File: src/cer_pkg.sv
// Shared constants and types for the circuit emulation receive adapter
package cer_pkg;
   localparam int SDU_OCTETS = 64;
   localparam int SDU_BITS   = SDU_OCTETS * 8;
   localparam int SEQ_W      = 6;
   localparam int SEQ_MOD    = 64;
   localparam int BYTE_W     = 8;
   localparam int FIFO_DEPTH = 32;
   localparam int CNT_W      = 16;
   localparam int UF_W       = 10;
   localparam int OVF_W      = 13;
   localparam logic [OVF_W-1:0] OVF_STALL_CYC = 13'h1000;
   localparam logic [BYTE_W-1:0] DUMMY_ONES  = 8'hff;
   localparam logic [BYTE_W-1:0] DUMMY_OTHER = 8'h00;
   localparam logic [5:0]        LAST_OCTET  = 6'h3f;
   localparam logic [UF_W-1:0]   UF_LAST_BIT = 10'h1ff;
   // Error reporting period
   localparam longint CLK_HZ         = 10_000_000;
   localparam longint ERR_PERIOD_S   = 900;
   localparam longint ERR_PERIOD_CYC = ERR_PERIOD_S * CLK_HZ;
   localparam int     ERR_TMR_W      = 34;

   typedef enum logic [3:0] {
      SVC_PDH_1544  = 4'h0,
      SVC_PDH_2048  = 4'h1,
      SVC_PDH_6312  = 4'h2,
      SVC_PDH_8448  = 4'h3,
      SVC_PDH_44736 = 4'h4,
      SVC_PDH_34368 = 4'h5,
      SVC_CH_64     = 4'h6,
      SVC_CH_384    = 4'h7,
      SVC_CH_1536   = 4'h8,
      SVC_CH_1920   = 4'h9,
      SVC_VOICE     = 4'ha,
      SVC_VIDEO_DTV = 4'hb
   } svc_rate_t;

   typedef struct packed {
      svc_rate_t rate;
      logic      async_xport;
   } svc_cfg_t;

   typedef struct packed {
      logic             first;
      logic             last;
      logic [SEQ_W-1:0] seq;
      logic [BYTE_W-1:0] data;
   } pdu_beat_t;

   typedef struct packed {
      logic [CNT_W-1:0] lost;
      logic [CNT_W-1:0] dup;
   } err_report_t;
endpackage

File: src/sat_accum.sv
// Saturating event accumulator, cleared only by reset
`timescale 1ns/1ps
module sat_accum #(
   parameter int W = 16
) (
   input  wire logic         clk,
   input  wire logic         rst_n,
   input  wire logic [1:0]   inc,
   output logic      [W-1:0] count
);
   logic [W-1:0] count_q;
   logic [W:0]   sum;

   assign sum   = {1'b0, count_q} + {{(W-1){1'b0}}, inc};
   assign count = count_q;

   always_ff @(posedge clk or negedge rst_n) begin
      if (!rst_n) begin
         count_q <= '0;
      end else if (sum[W]) begin
         count_q <= '1;
      end else begin
         count_q <= sum[W-1:0];
      end
   end
endmodule // sat_accum

File: src/play_fifo.sv
// Play-out FIFO in flip-flops with valid and ready on both sides
`timescale 1ns/1ps
module play_fifo #(
   parameter int W     = 8,
   parameter int DEPTH = 32
) (
   input  wire logic         clk,
   input  wire logic         rst_n,
   input  wire logic         wr_valid,
   output logic              wr_ready,
   input  wire logic [W-1:0] wr_data,
   output logic              rd_valid,
   input  wire logic         rd_ready,
   output logic      [W-1:0] rd_data,
   output logic              full
);
   localparam int AW = $clog2(DEPTH);
   logic [W-1:0]  mem_q [DEPTH];
   logic [AW-1:0] wptr_q;
   logic [AW-1:0] rptr_q;
   logic [AW:0]   level_q;
   logic          do_wr;
   logic          do_rd;

   assign full     = (level_q == (AW+1)'(DEPTH));
   assign wr_ready = !full;
   assign rd_valid = (level_q != '0);
   assign rd_data  = mem_q[rptr_q];
   assign do_wr    = wr_valid && wr_ready;
   assign do_rd    = rd_valid && rd_ready;

   always_ff @(posedge clk) begin
      if (do_wr) begin
         mem_q[wptr_q] <= wr_data;
      end
   end

   always_ff @(posedge clk or negedge rst_n) begin
      if (!rst_n) begin
         wptr_q  <= '0;
         rptr_q  <= '0;
         level_q <= '0;
      end else begin
         if (do_wr) begin
            wptr_q <= (wptr_q == AW'(DEPTH-1)) ? '0 : wptr_q + AW'(1);
         end
         if (do_rd) begin
            rptr_q <= (rptr_q == AW'(DEPTH-1)) ? '0 : rptr_q + AW'(1);
         end
         level_q <= level_q + (AW+1)'(do_wr) - (AW+1)'(do_rd);
      end
   end
endmodule // play_fifo

File: src/circuit_emulation_rx_adapter.sv
// Receive adaptation: sequence tracking, gap fill, play-out and error report
`timescale 1ns/1ps
//Contract
// (RULE1) Each service unit is exactly 64 octets and fills one protocol unit.
// (RULE2) On play-out underflow insert dummy bits so the bit count stays intact.
// (RULE3) On play-out overflow drop bits rather than shift the stream.
// (RULE4) Dummy bits for 1.544 and 2.048 Mbit/s tributaries are all ones.
// (RULE5) Detect lost frames by tracking the received frame sequence number.
// (RULE6) Frames found to be duplicates are discarded, never delivered.
// (RULE7) Insert one dummy payload per lost frame, from gaps or underflow.
// (RULE8) Dummy payload is all ones for 1.544/2.048; otherwise service dependent.
// (RULE9) Deliver service units to the tributary at constant rate from its clock.
// (RULE10) Report lost and duplicated counts through the error indication.
// (RULE11) Support 1.544 to 44.736 Mbit/s tributaries, synchronous or asynchronous.
// (RULE12) Non-locked sources use recovered clock; network-locked use network timing.
// (RULE13) Support 64, 384, 1536 and 1920 kbit/s channels with network timing.
// (RULE14) 64 kbit/s-based channels wait for the preset 8 kHz structure.
// (RULE15) Sequence numbers run 0..63 and compare modulo 64.
// (RULE16) Lost and duplicate accumulators per tributary, cleared at start-up.
// (RULE17) Period expiry raises the indication only if errors occurred; always restarts. An error in the expiry cycle is also flagged at the next expiry.
// (RULE18) Dummy payloads for a gap equal the modulo difference minus one.
module circuit_emulation_rx_adapter
   import cer_pkg::*;
#(
   parameter longint ERR_PERIOD = cer_pkg::ERR_PERIOD_CYC
) (
   input  wire logic                 clk,
   input  wire logic                 rst_n,
   input  wire cer_pkg::svc_cfg_t    cfg,
   input  wire logic                 structure_preset,
   input  wire logic                 pdu_valid,
   output logic                      pdu_ready,
   input  wire cer_pkg::pdu_beat_t   pdu_beat,
   input  wire logic                 rec_clk_pin,
   input  wire logic                 net_bit_tick,
   output logic                      trib_bit,
   output logic                      trib_bit_valid,
   output logic                      sequence_error_indication,
   output cer_pkg::err_report_t      err_report
);
   import cer_pkg::*;

   typedef enum logic [4:0] {
      S_IDLE = 5'b00001,
      S_FILL = 5'b00010,
      S_PASS = 5'b00100,
      S_PAD  = 5'b01000,
      S_DROP = 5'b10000
   } rx_state_t;

   rx_state_t          state_q;
   logic               synced_q;
   logic [SEQ_W-1:0]   last_seq_q;
   logic [SEQ_W-1:0]   gap_q;
   logic [5:0]         octet_q;
   logic [SEQ_W-1:0]   seq_diff;
   logic               ones_mode;
   logic               use_rec_clk;
   logic               needs_preset;
   logic [BYTE_W-1:0]  dummy_byte;
   logic               head_ok;
   logic               dec_dup;
   logic               dec_gap;
   logic               dec_pass;
   logic               wr_valid;
   logic               wr_ready;
   logic [BYTE_W-1:0]  wr_data;
   logic               wr_fire;
   logic               unit_end;
   logic               fill_lost;

   // Service decode
   assign ones_mode    = (cfg.rate == SVC_PDH_1544) || (cfg.rate == SVC_PDH_2048); // see RULE4
   assign dummy_byte   = ones_mode ? DUMMY_ONES : DUMMY_OTHER; // see RULE8
   assign needs_preset = (cfg.rate inside {SVC_CH_64, SVC_CH_384, SVC_CH_1536, SVC_CH_1920});
   // Asynchronous PDH and distributive video run on the recovered clock
   assign use_rec_clk  = (cfg.rate == SVC_VIDEO_DTV) || // see RULE11, RULE13
                         (cfg.async_xport && (cfg.rate inside {SVC_PDH_1544, SVC_PDH_2048,
                          SVC_PDH_6312, SVC_PDH_8448, SVC_PDH_44736, SVC_PDH_34368})); // see RULE12

   // Frame head decision, compared modulo 64
   assign seq_diff = pdu_beat.seq - last_seq_q; // see RULE15
   assign head_ok  = (state_q == S_IDLE) && pdu_valid && pdu_beat.first &&
                     (!needs_preset || structure_preset); // see RULE14
   assign dec_dup  = head_ok && synced_q && (seq_diff == '0 || seq_diff[SEQ_W-1]); // see RULE6
   assign dec_gap  = head_ok && synced_q && !dec_dup && (seq_diff != 6'h01); // see RULE5
   assign dec_pass = head_ok && !dec_dup && !dec_gap;

   // FIFO write side
   assign wr_valid = ((state_q == S_PASS) && pdu_valid) ||
                     (state_q == S_FILL) || (state_q == S_PAD);
   assign wr_data  = (state_q == S_PASS) ? pdu_beat.data : dummy_byte; // see RULE8
   assign wr_fire  = wr_valid && wr_ready;
   assign unit_end = wr_fire && (octet_q == LAST_OCTET); // see RULE1
   assign fill_lost = unit_end && (state_q == S_FILL); // see RULE18

   always_comb begin
      case (state_q)
         S_IDLE:  pdu_ready = pdu_valid && !pdu_beat.first;
         S_PASS:  pdu_ready = wr_ready;
         S_DROP:  pdu_ready = 1'b1;
         default: pdu_ready = 1'b0;
      endcase
   end

   always_ff @(posedge clk or negedge rst_n) begin
      if (!rst_n) begin
         state_q <= S_IDLE;
      end else begin
         case (state_q)
            S_IDLE: begin
               if (dec_dup) begin
                  state_q <= S_DROP;
               end else if (dec_gap) begin
                  state_q <= S_FILL;
               end else if (dec_pass) begin
                  state_q <= S_PASS;
               end
            end
            S_FILL: begin
               if (unit_end && gap_q == 6'h01) begin
                  state_q <= S_PASS;
               end
            end
            S_PASS: begin
               if (wr_fire) begin
                  if (octet_q == LAST_OCTET) begin
                     state_q <= pdu_beat.last ? S_IDLE : S_DROP; // see RULE1
                  end else if (pdu_beat.last) begin
                     state_q <= S_PAD;
                  end
               end
            end
            S_PAD: begin
               if (unit_end) begin
                  state_q <= S_IDLE;
               end
            end
            S_DROP: begin
               if (pdu_valid && pdu_beat.last) begin
                  state_q <= S_IDLE;
               end
            end
            default: state_q <= S_IDLE;
         endcase
      end
   end

   always_ff @(posedge clk or negedge rst_n) begin
      if (!rst_n) begin
         synced_q   <= 1'b0;
         last_seq_q <= '0;
      end else if (dec_pass || dec_gap) begin
         synced_q   <= 1'b1;
         last_seq_q <= pdu_beat.seq; // see RULE5
      end
   end

   always_ff @(posedge clk or negedge rst_n) begin
      if (!rst_n) begin
         gap_q <= '0;
      end else if (dec_gap) begin
         gap_q <= seq_diff - 6'h01; // see RULE18
      end else if (fill_lost) begin
         gap_q <= gap_q - 6'h01; // see RULE7
      end
   end

   always_ff @(posedge clk or negedge rst_n) begin
      if (!rst_n) begin
         octet_q <= '0;
      end else if (wr_fire) begin
         octet_q <= octet_q + 6'h01;
      end
   end

   // Play-out buffer and overflow drop
   logic              rd_valid;
   logic              rd_ready;
   logic [BYTE_W-1:0] rd_data;
   logic              fifo_full;
   logic [OVF_W-1:0]  stall_q;
   logic              ovf_drop;
   logic              load;

   play_fifo #(
      .W     (BYTE_W),
      .DEPTH (FIFO_DEPTH)
   ) u_fifo (
      .clk      (clk),
      .rst_n    (rst_n),
      .wr_valid (wr_valid),
      .wr_ready (wr_ready),
      .wr_data  (wr_data),
      .rd_valid (rd_valid),
      .rd_ready (rd_ready),
      .rd_data  (rd_data),
      .full     (fifo_full)
   );

   // Source held off too long means the buffer has overflowed
   assign ovf_drop = (stall_q == OVF_STALL_CYC) && !load; // see RULE3
   assign rd_ready = load || ovf_drop;

   always_ff @(posedge clk or negedge rst_n) begin
      if (!rst_n) begin
         stall_q <= '0;
      end else if (!(wr_valid && fifo_full) || ovf_drop) begin
         stall_q <= '0;
      end else if (stall_q != OVF_STALL_CYC) begin
         stall_q <= stall_q + OVF_W'(1);
      end
   end

   // Tributary clock from pin, two-stage synchroniser then edge detect
   logic rec_s1_q;
   logic rec_s2_q;
   logic rec_s3_q;
   logic bit_tick;

   always_ff @(posedge clk or negedge rst_n) begin
      if (!rst_n) begin
         rec_s1_q <= 1'b0;
         rec_s2_q <= 1'b0;
         rec_s3_q <= 1'b0;
      end else begin
         rec_s1_q <= rec_clk_pin;
         rec_s2_q <= rec_s1_q;
         rec_s3_q <= rec_s2_q;
      end
   end

   assign bit_tick = use_rec_clk ? (rec_s2_q && !rec_s3_q) : net_bit_tick; // see RULE12

   // Bit serialiser
   logic [BYTE_W-1:0] shreg_q;
   logic [3:0]        bits_left_q;
   logic [UF_W-1:0]   uf_bits_q;
   logic              uf_lost;
   logic              underflow;

   assign load      = bit_tick && (bits_left_q == 4'h0) && rd_valid;
   assign underflow = bit_tick && (bits_left_q == 4'h0) && !rd_valid;
   assign uf_lost   = underflow && (uf_bits_q == UF_LAST_BIT); // see RULE7

   always_ff @(posedge clk or negedge rst_n) begin
      if (!rst_n) begin
         shreg_q        <= '0;
         bits_left_q    <= 4'h0;
         trib_bit       <= 1'b1;
         trib_bit_valid <= 1'b0;
      end else begin
         trib_bit_valid <= bit_tick; // see RULE9
         if (load) begin
            trib_bit    <= rd_data[BYTE_W-1];
            shreg_q     <= {rd_data[BYTE_W-2:0], 1'b0};
            bits_left_q <= 4'h7;
         end else if (underflow) begin
            trib_bit <= dummy_byte[BYTE_W-1]; // see RULE2
         end else if (bit_tick) begin
            trib_bit    <= shreg_q[BYTE_W-1];
            shreg_q     <= {shreg_q[BYTE_W-2:0], 1'b0};
            bits_left_q <= bits_left_q - 4'h1;
         end
      end
   end

   always_ff @(posedge clk or negedge rst_n) begin
      if (!rst_n) begin
         uf_bits_q <= '0;
      end else if (load || uf_lost) begin
         uf_bits_q <= '0;
      end else if (underflow) begin
         uf_bits_q <= uf_bits_q + UF_W'(1);
      end
   end

   // Error accumulators and reporting period
   logic [1:0]           lost_inc;
   logic [1:0]           dup_inc;
   logic [CNT_W-1:0]     lost_cnt;
   logic [CNT_W-1:0]     dup_cnt;
   logic [ERR_TMR_W-1:0] tmr_q;
   logic                 seen_q;
   logic                 expire;
   logic                 any_inc;

   assign lost_inc = {1'b0, fill_lost} + {1'b0, uf_lost}; // see RULE18
   assign dup_inc  = {1'b0, dec_dup};
   assign any_inc  = (lost_inc != 2'h0) || (dup_inc != 2'h0);
   assign expire   = (tmr_q == ERR_TMR_W'(ERR_PERIOD - 1));

   sat_accum #(.W(CNT_W)) u_lost (
      .clk   (clk),
      .rst_n (rst_n),
      .inc   (lost_inc),
      .count (lost_cnt)
   );

   sat_accum #(.W(CNT_W)) u_dup (
      .clk   (clk),
      .rst_n (rst_n),
      .inc   (dup_inc),
      .count (dup_cnt)
   );

   always_ff @(posedge clk or negedge rst_n) begin
      if (!rst_n) begin
         tmr_q <= '0;
      end else if (expire) begin
         tmr_q <= '0; // see RULE17
      end else begin
         tmr_q <= tmr_q + ERR_TMR_W'(1);
      end
   end

   always_ff @(posedge clk or negedge rst_n) begin
      if (!rst_n) begin
         seen_q <= 1'b0;
      end else if (any_inc) begin
         seen_q <= 1'b1;
      end else if (expire) begin
         seen_q <= 1'b0;
      end
   end

   always_ff @(posedge clk or negedge rst_n) begin
      if (!rst_n) begin
         sequence_error_indication <= 1'b0;
         err_report                <= '0;
      end else begin
         sequence_error_indication <= expire && (seen_q || any_inc); // see RULE17
         if (expire && (seen_q || any_inc)) begin
            err_report.lost <= lost_cnt; // see RULE10
            err_report.dup  <= dup_cnt;
         end
      end
   end
endmodule // circuit_emulation_rx_adapter

File: config.mk
export PLATFORM = sky130hd
export DESIGN_NAME = circuit_emulation_rx_adapter
export DESIGN_NICKNAME = d
export VERILOG_FILES = /design/src/cer_pkg.sv /design/src/sat_accum.sv /design/src/play_fifo.sv /design/src/circuit_emulation_rx_adapter.sv
export SDC_FILE = /design/constraint.sdc
export NUM_CORES = 1
export LEC_CHECK = 0
export ABC_AREA = 1
export BUFFER_PORTS_ARGS = -buffer_cell sky130_fd_sc_hd__buf_2
export CORE_UTILIZATION = 36
export DETAILED_ROUTE_END_ITERATION = 10
export PLACE_DENSITY = 0.53
export SLEW_MARGIN = 20
export SYNTH_ARGS = -nofsm -noshare
export SYNTH_HDL_FRONTEND = slang
export SYNTH_SLANG_ARGS = --single-unit
File: constraint.sdc
create_clock -name clk -period 4 [get_ports clk]
set_input_delay 0.2 -clock clk [delete_from_list [all_inputs] [get_ports clk]]
set_output_delay 0.2 -clock clk [all_outputs]
set_load 0.005 [all_outputs]
==> impl_metrics.py <==
metrics = {
    "status": {
        "status": "finished clean",
    },
    "drt": {
        "wl_per_cell_um": 16.9,
        "ant_nets": 0,
        "drt_iter0_drc": 1127,
        "wl_um": 47900,
        "dr.pass1.iters": 6,
        "vias": 14200,
        "vias_per_cell": 5.01,
        "drc": 0,
    },
    "sta": {
        "hold_violations": 0,
        "fin_tns_setup_ns": 0,
        "min_period_ns": 3.62,
        "rsz0062_at_grt": "false",
        "tightestPinTransition_ns": 1.06,
        "max_slew_margin_pct": 28.9,
        "hold_slack_ns": 0.0833,
        "setup_viol": 0,
        "slew_viol_final": 0,
        "period_share_pct": 90.6,
        "clock_skew_ns": 0.00673,
        "max_freq_mhz": 276,
    },
    "critical_path": {
        "crit_type": "reg2reg",
        "arrival_ns": 4.12,
        "cpMaxStageDelayCell": "fa_1",
        "crit_path_end_kind": "flip-flop",
        "slowest_delay_ns": 0.53,
        "worstPathMaxFanout": 13,
        "crit_chain": "ha_1, fa_1, ha_1, inv_1, nor2_1, nand3_1, nand2_2, nand2_2, inv_1, ha_1, ha_1, nand3_1, nor3_2, nand3_1, nor2_1, nand2_1, nand3_1",
        "reg2reg_depth": 17,
        "reg2reg_from": "last_seq_q[0]",
        "worst_ep_required_time_ns": 4.50,
        "timing.rr.end": "u_dup.count[8]",
        "critPathLaunchType": "flip-flop",
        "r2r_slack_ns": 0.38,
    },
    "floorplanning": {
        "row_count": 85,
        "die_h_um": 237,
        "start_util_pct": 36.8,
        "core_area_mm2": 0.0542,
        "dieWidth_um": 237,
        "ios": 63,
        "dieArea_mm2": 0.0563,
    },
    "synth": {
        "syn-num-nets": 2072,
        "syn_area_per_cell_um2": 9.95,
        "ys_ff_latch": 435,
        "ys_seq_area_share_pct": 61.0,
        "yosys.area.top_type": "edfxtp_1",
        "async_flop_share_pct": 41.1,
        "ys.flop_type": "edfxtp_1",
        "yosys-top-cells-area": "edfxtp_1 39%, dfrtp_1 22%, nand2_1 7.4%",
        "synthCells": 2004,
        "synth_warnings": 0,
        "synth_edf_count": 256,
        "synth_cell_types": 52,
        "synth_top_area_share_pct": 38.6,
        "synth_area_mm2": 0.0199,
    },
    "min_path": {
        "worstHoldPathType": "in2reg",
        "hold_path_startpoint": "structure_preset",
        "hold_end": "synced_q",
        "whs_path_depth": 5,
    },
    "cts": {
        "htree_levels": 2,
        "insertion_delay_ns": 0.58,
        "cts_setup_buffers": 0,
        "clockBufferDepth": 3,
        "cts_tree": "done",
        "clockRootBuffer": "clkbuf_16",
        "cts.sinks": 435,
        "cts_resized": 0,
        "cts_buffers": 48,
        "clkTransAtPathRegs_ns": 0.06,
    },
    "layout": {
        "multi_input_area_mm2": 0.00665,
        "final_layout_size_suffix_gt1_share_pct": 11.5,
        "layout_commonest_cell": "nand2_1",
        "mostFrequentLayoutCells": "394 x nand2_1, 256 x edfxtp_1, 238 x nor2_1",
        "seqCellArea_mm2": 0.0122,
        "final_area_mm2": 0.0229,
        "post-route-util_pct": 42.2,
        "area.growth.synth_to_final_pct": 14.8,
        "fillCellCount": 5269,
        "nNetsFinal": 2177,
        "insertedDiodeCount": 0,
    },
    "power": {
        "p_leak_nw": 9.50,
        "power_density_mw_per_mm2": 625,
        "vdd_drop_max_uv": 346,
    },
    "global_routing": {
        "overflow": 0,
        "grt_pass1_wl_um": 77200,
        "antenna_found_initial": 1,
        "grtUsageTotal_pct": 17.4,
        "grt_pass1_vias": 14000,
        "grt_max_degree": 103,
    },
    "job": {
        "cap_violations": 0,
    },
    "placed_design": {
        "place.gp.congestion": 0.857,
        "dpl_cell_area_mm2": 0.0212,
        "hpwl_um": 31300,
        "port_buffers": 62,
    },
}
## stage by stage
stage / total power (W) / setup slack, ns / cells
global route: 0.0152 / 0.0267 / 2844
global placement: 0.00984 / 0.535 / 2744
floorplan: 0.00853 / 0.756 / 2004
CTS: 0.0145 / 0.357 / 2844
detailed placement: 0.00991 / 0.382 / 2744
finish: 0.0143 / 0.375 / 2844
## routing by layer
metal | track usage [%] | part of all wire, % | vias to the layer above
li1 | - | - | 7014
met1 | 24.7 | 47 | 6879
met2 | 27.6 | 46 | 278
met3 | 2.64 | 4.7 | 66
met4 | 4.65 | 2.1 | 0
met5 | 0 | 0 | -
## cell usage after synthesis, drive strengths merged, types with 13 or more instances
cell / instances
nor4: 16
a21oi: 35
ha: 38
nand3: 145
nor2: 246
xnor2: 13
o21ai: 188
nand2: 405
o22ai: 37
nor3: 46
clkbuf: 27
buf: 40
nand4: 35
inv: 202
xor2: 38
edfxtp: 256
dfrtp: 177
## critical path: cells and delay by family, from the launching register on
family | cells | cell delay [ns]
simple gates | 10 | 1.73
fa+ha+maj | 5 | 1.31
flops | 1 | 0.38
buf+inv | 2 | 0.11
## sequential cells by signal (all words and copies together), names as in the netlist, 4 cells and up
name,count
shreg_q,7
u_fifo.level_q,6
tmr_q,34
octet_q,6
stall_q,13
u_fifo.rptr_q,5
u_dup.count,16
u_fifo.wptr_q,5
state_q,5
gap_q,6
uf_bits_q,10
u_fifo.mem_q,256
last_seq_q,6
u_lost.count,16
err_report,32
bits_left_q,4
## logic make-up after synthesis
kind of cell	count (synthesis)	share of synthesized area, %
adder cells (fa/ha/maj)	41	2.69
AO/OA/AOI/OAI	299	8.35
flip-flops	435	61.0
buffers and inverters	271	5.64
XOR/XNOR	51	2.24
AND/OR/NAND/NOR	907	20.1
## timing repair
action	4_1_cts	5_1_grt
setup endpoints to repair	0	0
endpoints found under the hold margin	110	0
hold buffers	11	0
## power breakdown
group	internal (W)	total, W	switching (W)
sequential	0.00529	0.00553	0.000242
clock	0.00270	0.00450	0.00180
combinational	0.00129	0.00427	0.00297
total	0.00928	0.0143	0.00502
## final cells by class
| type | instances | area share, % |
|---|---|---|
| tap | 696 | 3.80 |
| timing repair buffer | 122 | 3.59 |
| multi-input combinational | 1298 | 29.0 |
| sequential | 435 | 53.2 |
| clock inverter | 19 | 0.929 |
| inverter | 204 | 3.36 |
| clock buffer | 70 | 6.14 |
## worst max path at each step
stage | start | to | slack, ns
after floorplan | bits_left_q[0] | u_lost.count[14] | 0.76
after global placement | last_seq_q[0] | u_dup.count[8] | 0.53
after detailed placement | last_seq_q[0] | u_dup.count[8] | 0.38
after CTS | last_seq_q[0] | u_dup.count[8] | 0.36
after global routing | last_seq_q[0] | u_dup.count[8] | 0.03
final | last_seq_q[0] | u_dup.count[8] | 0.38
(Power assumes the default switching activity.)
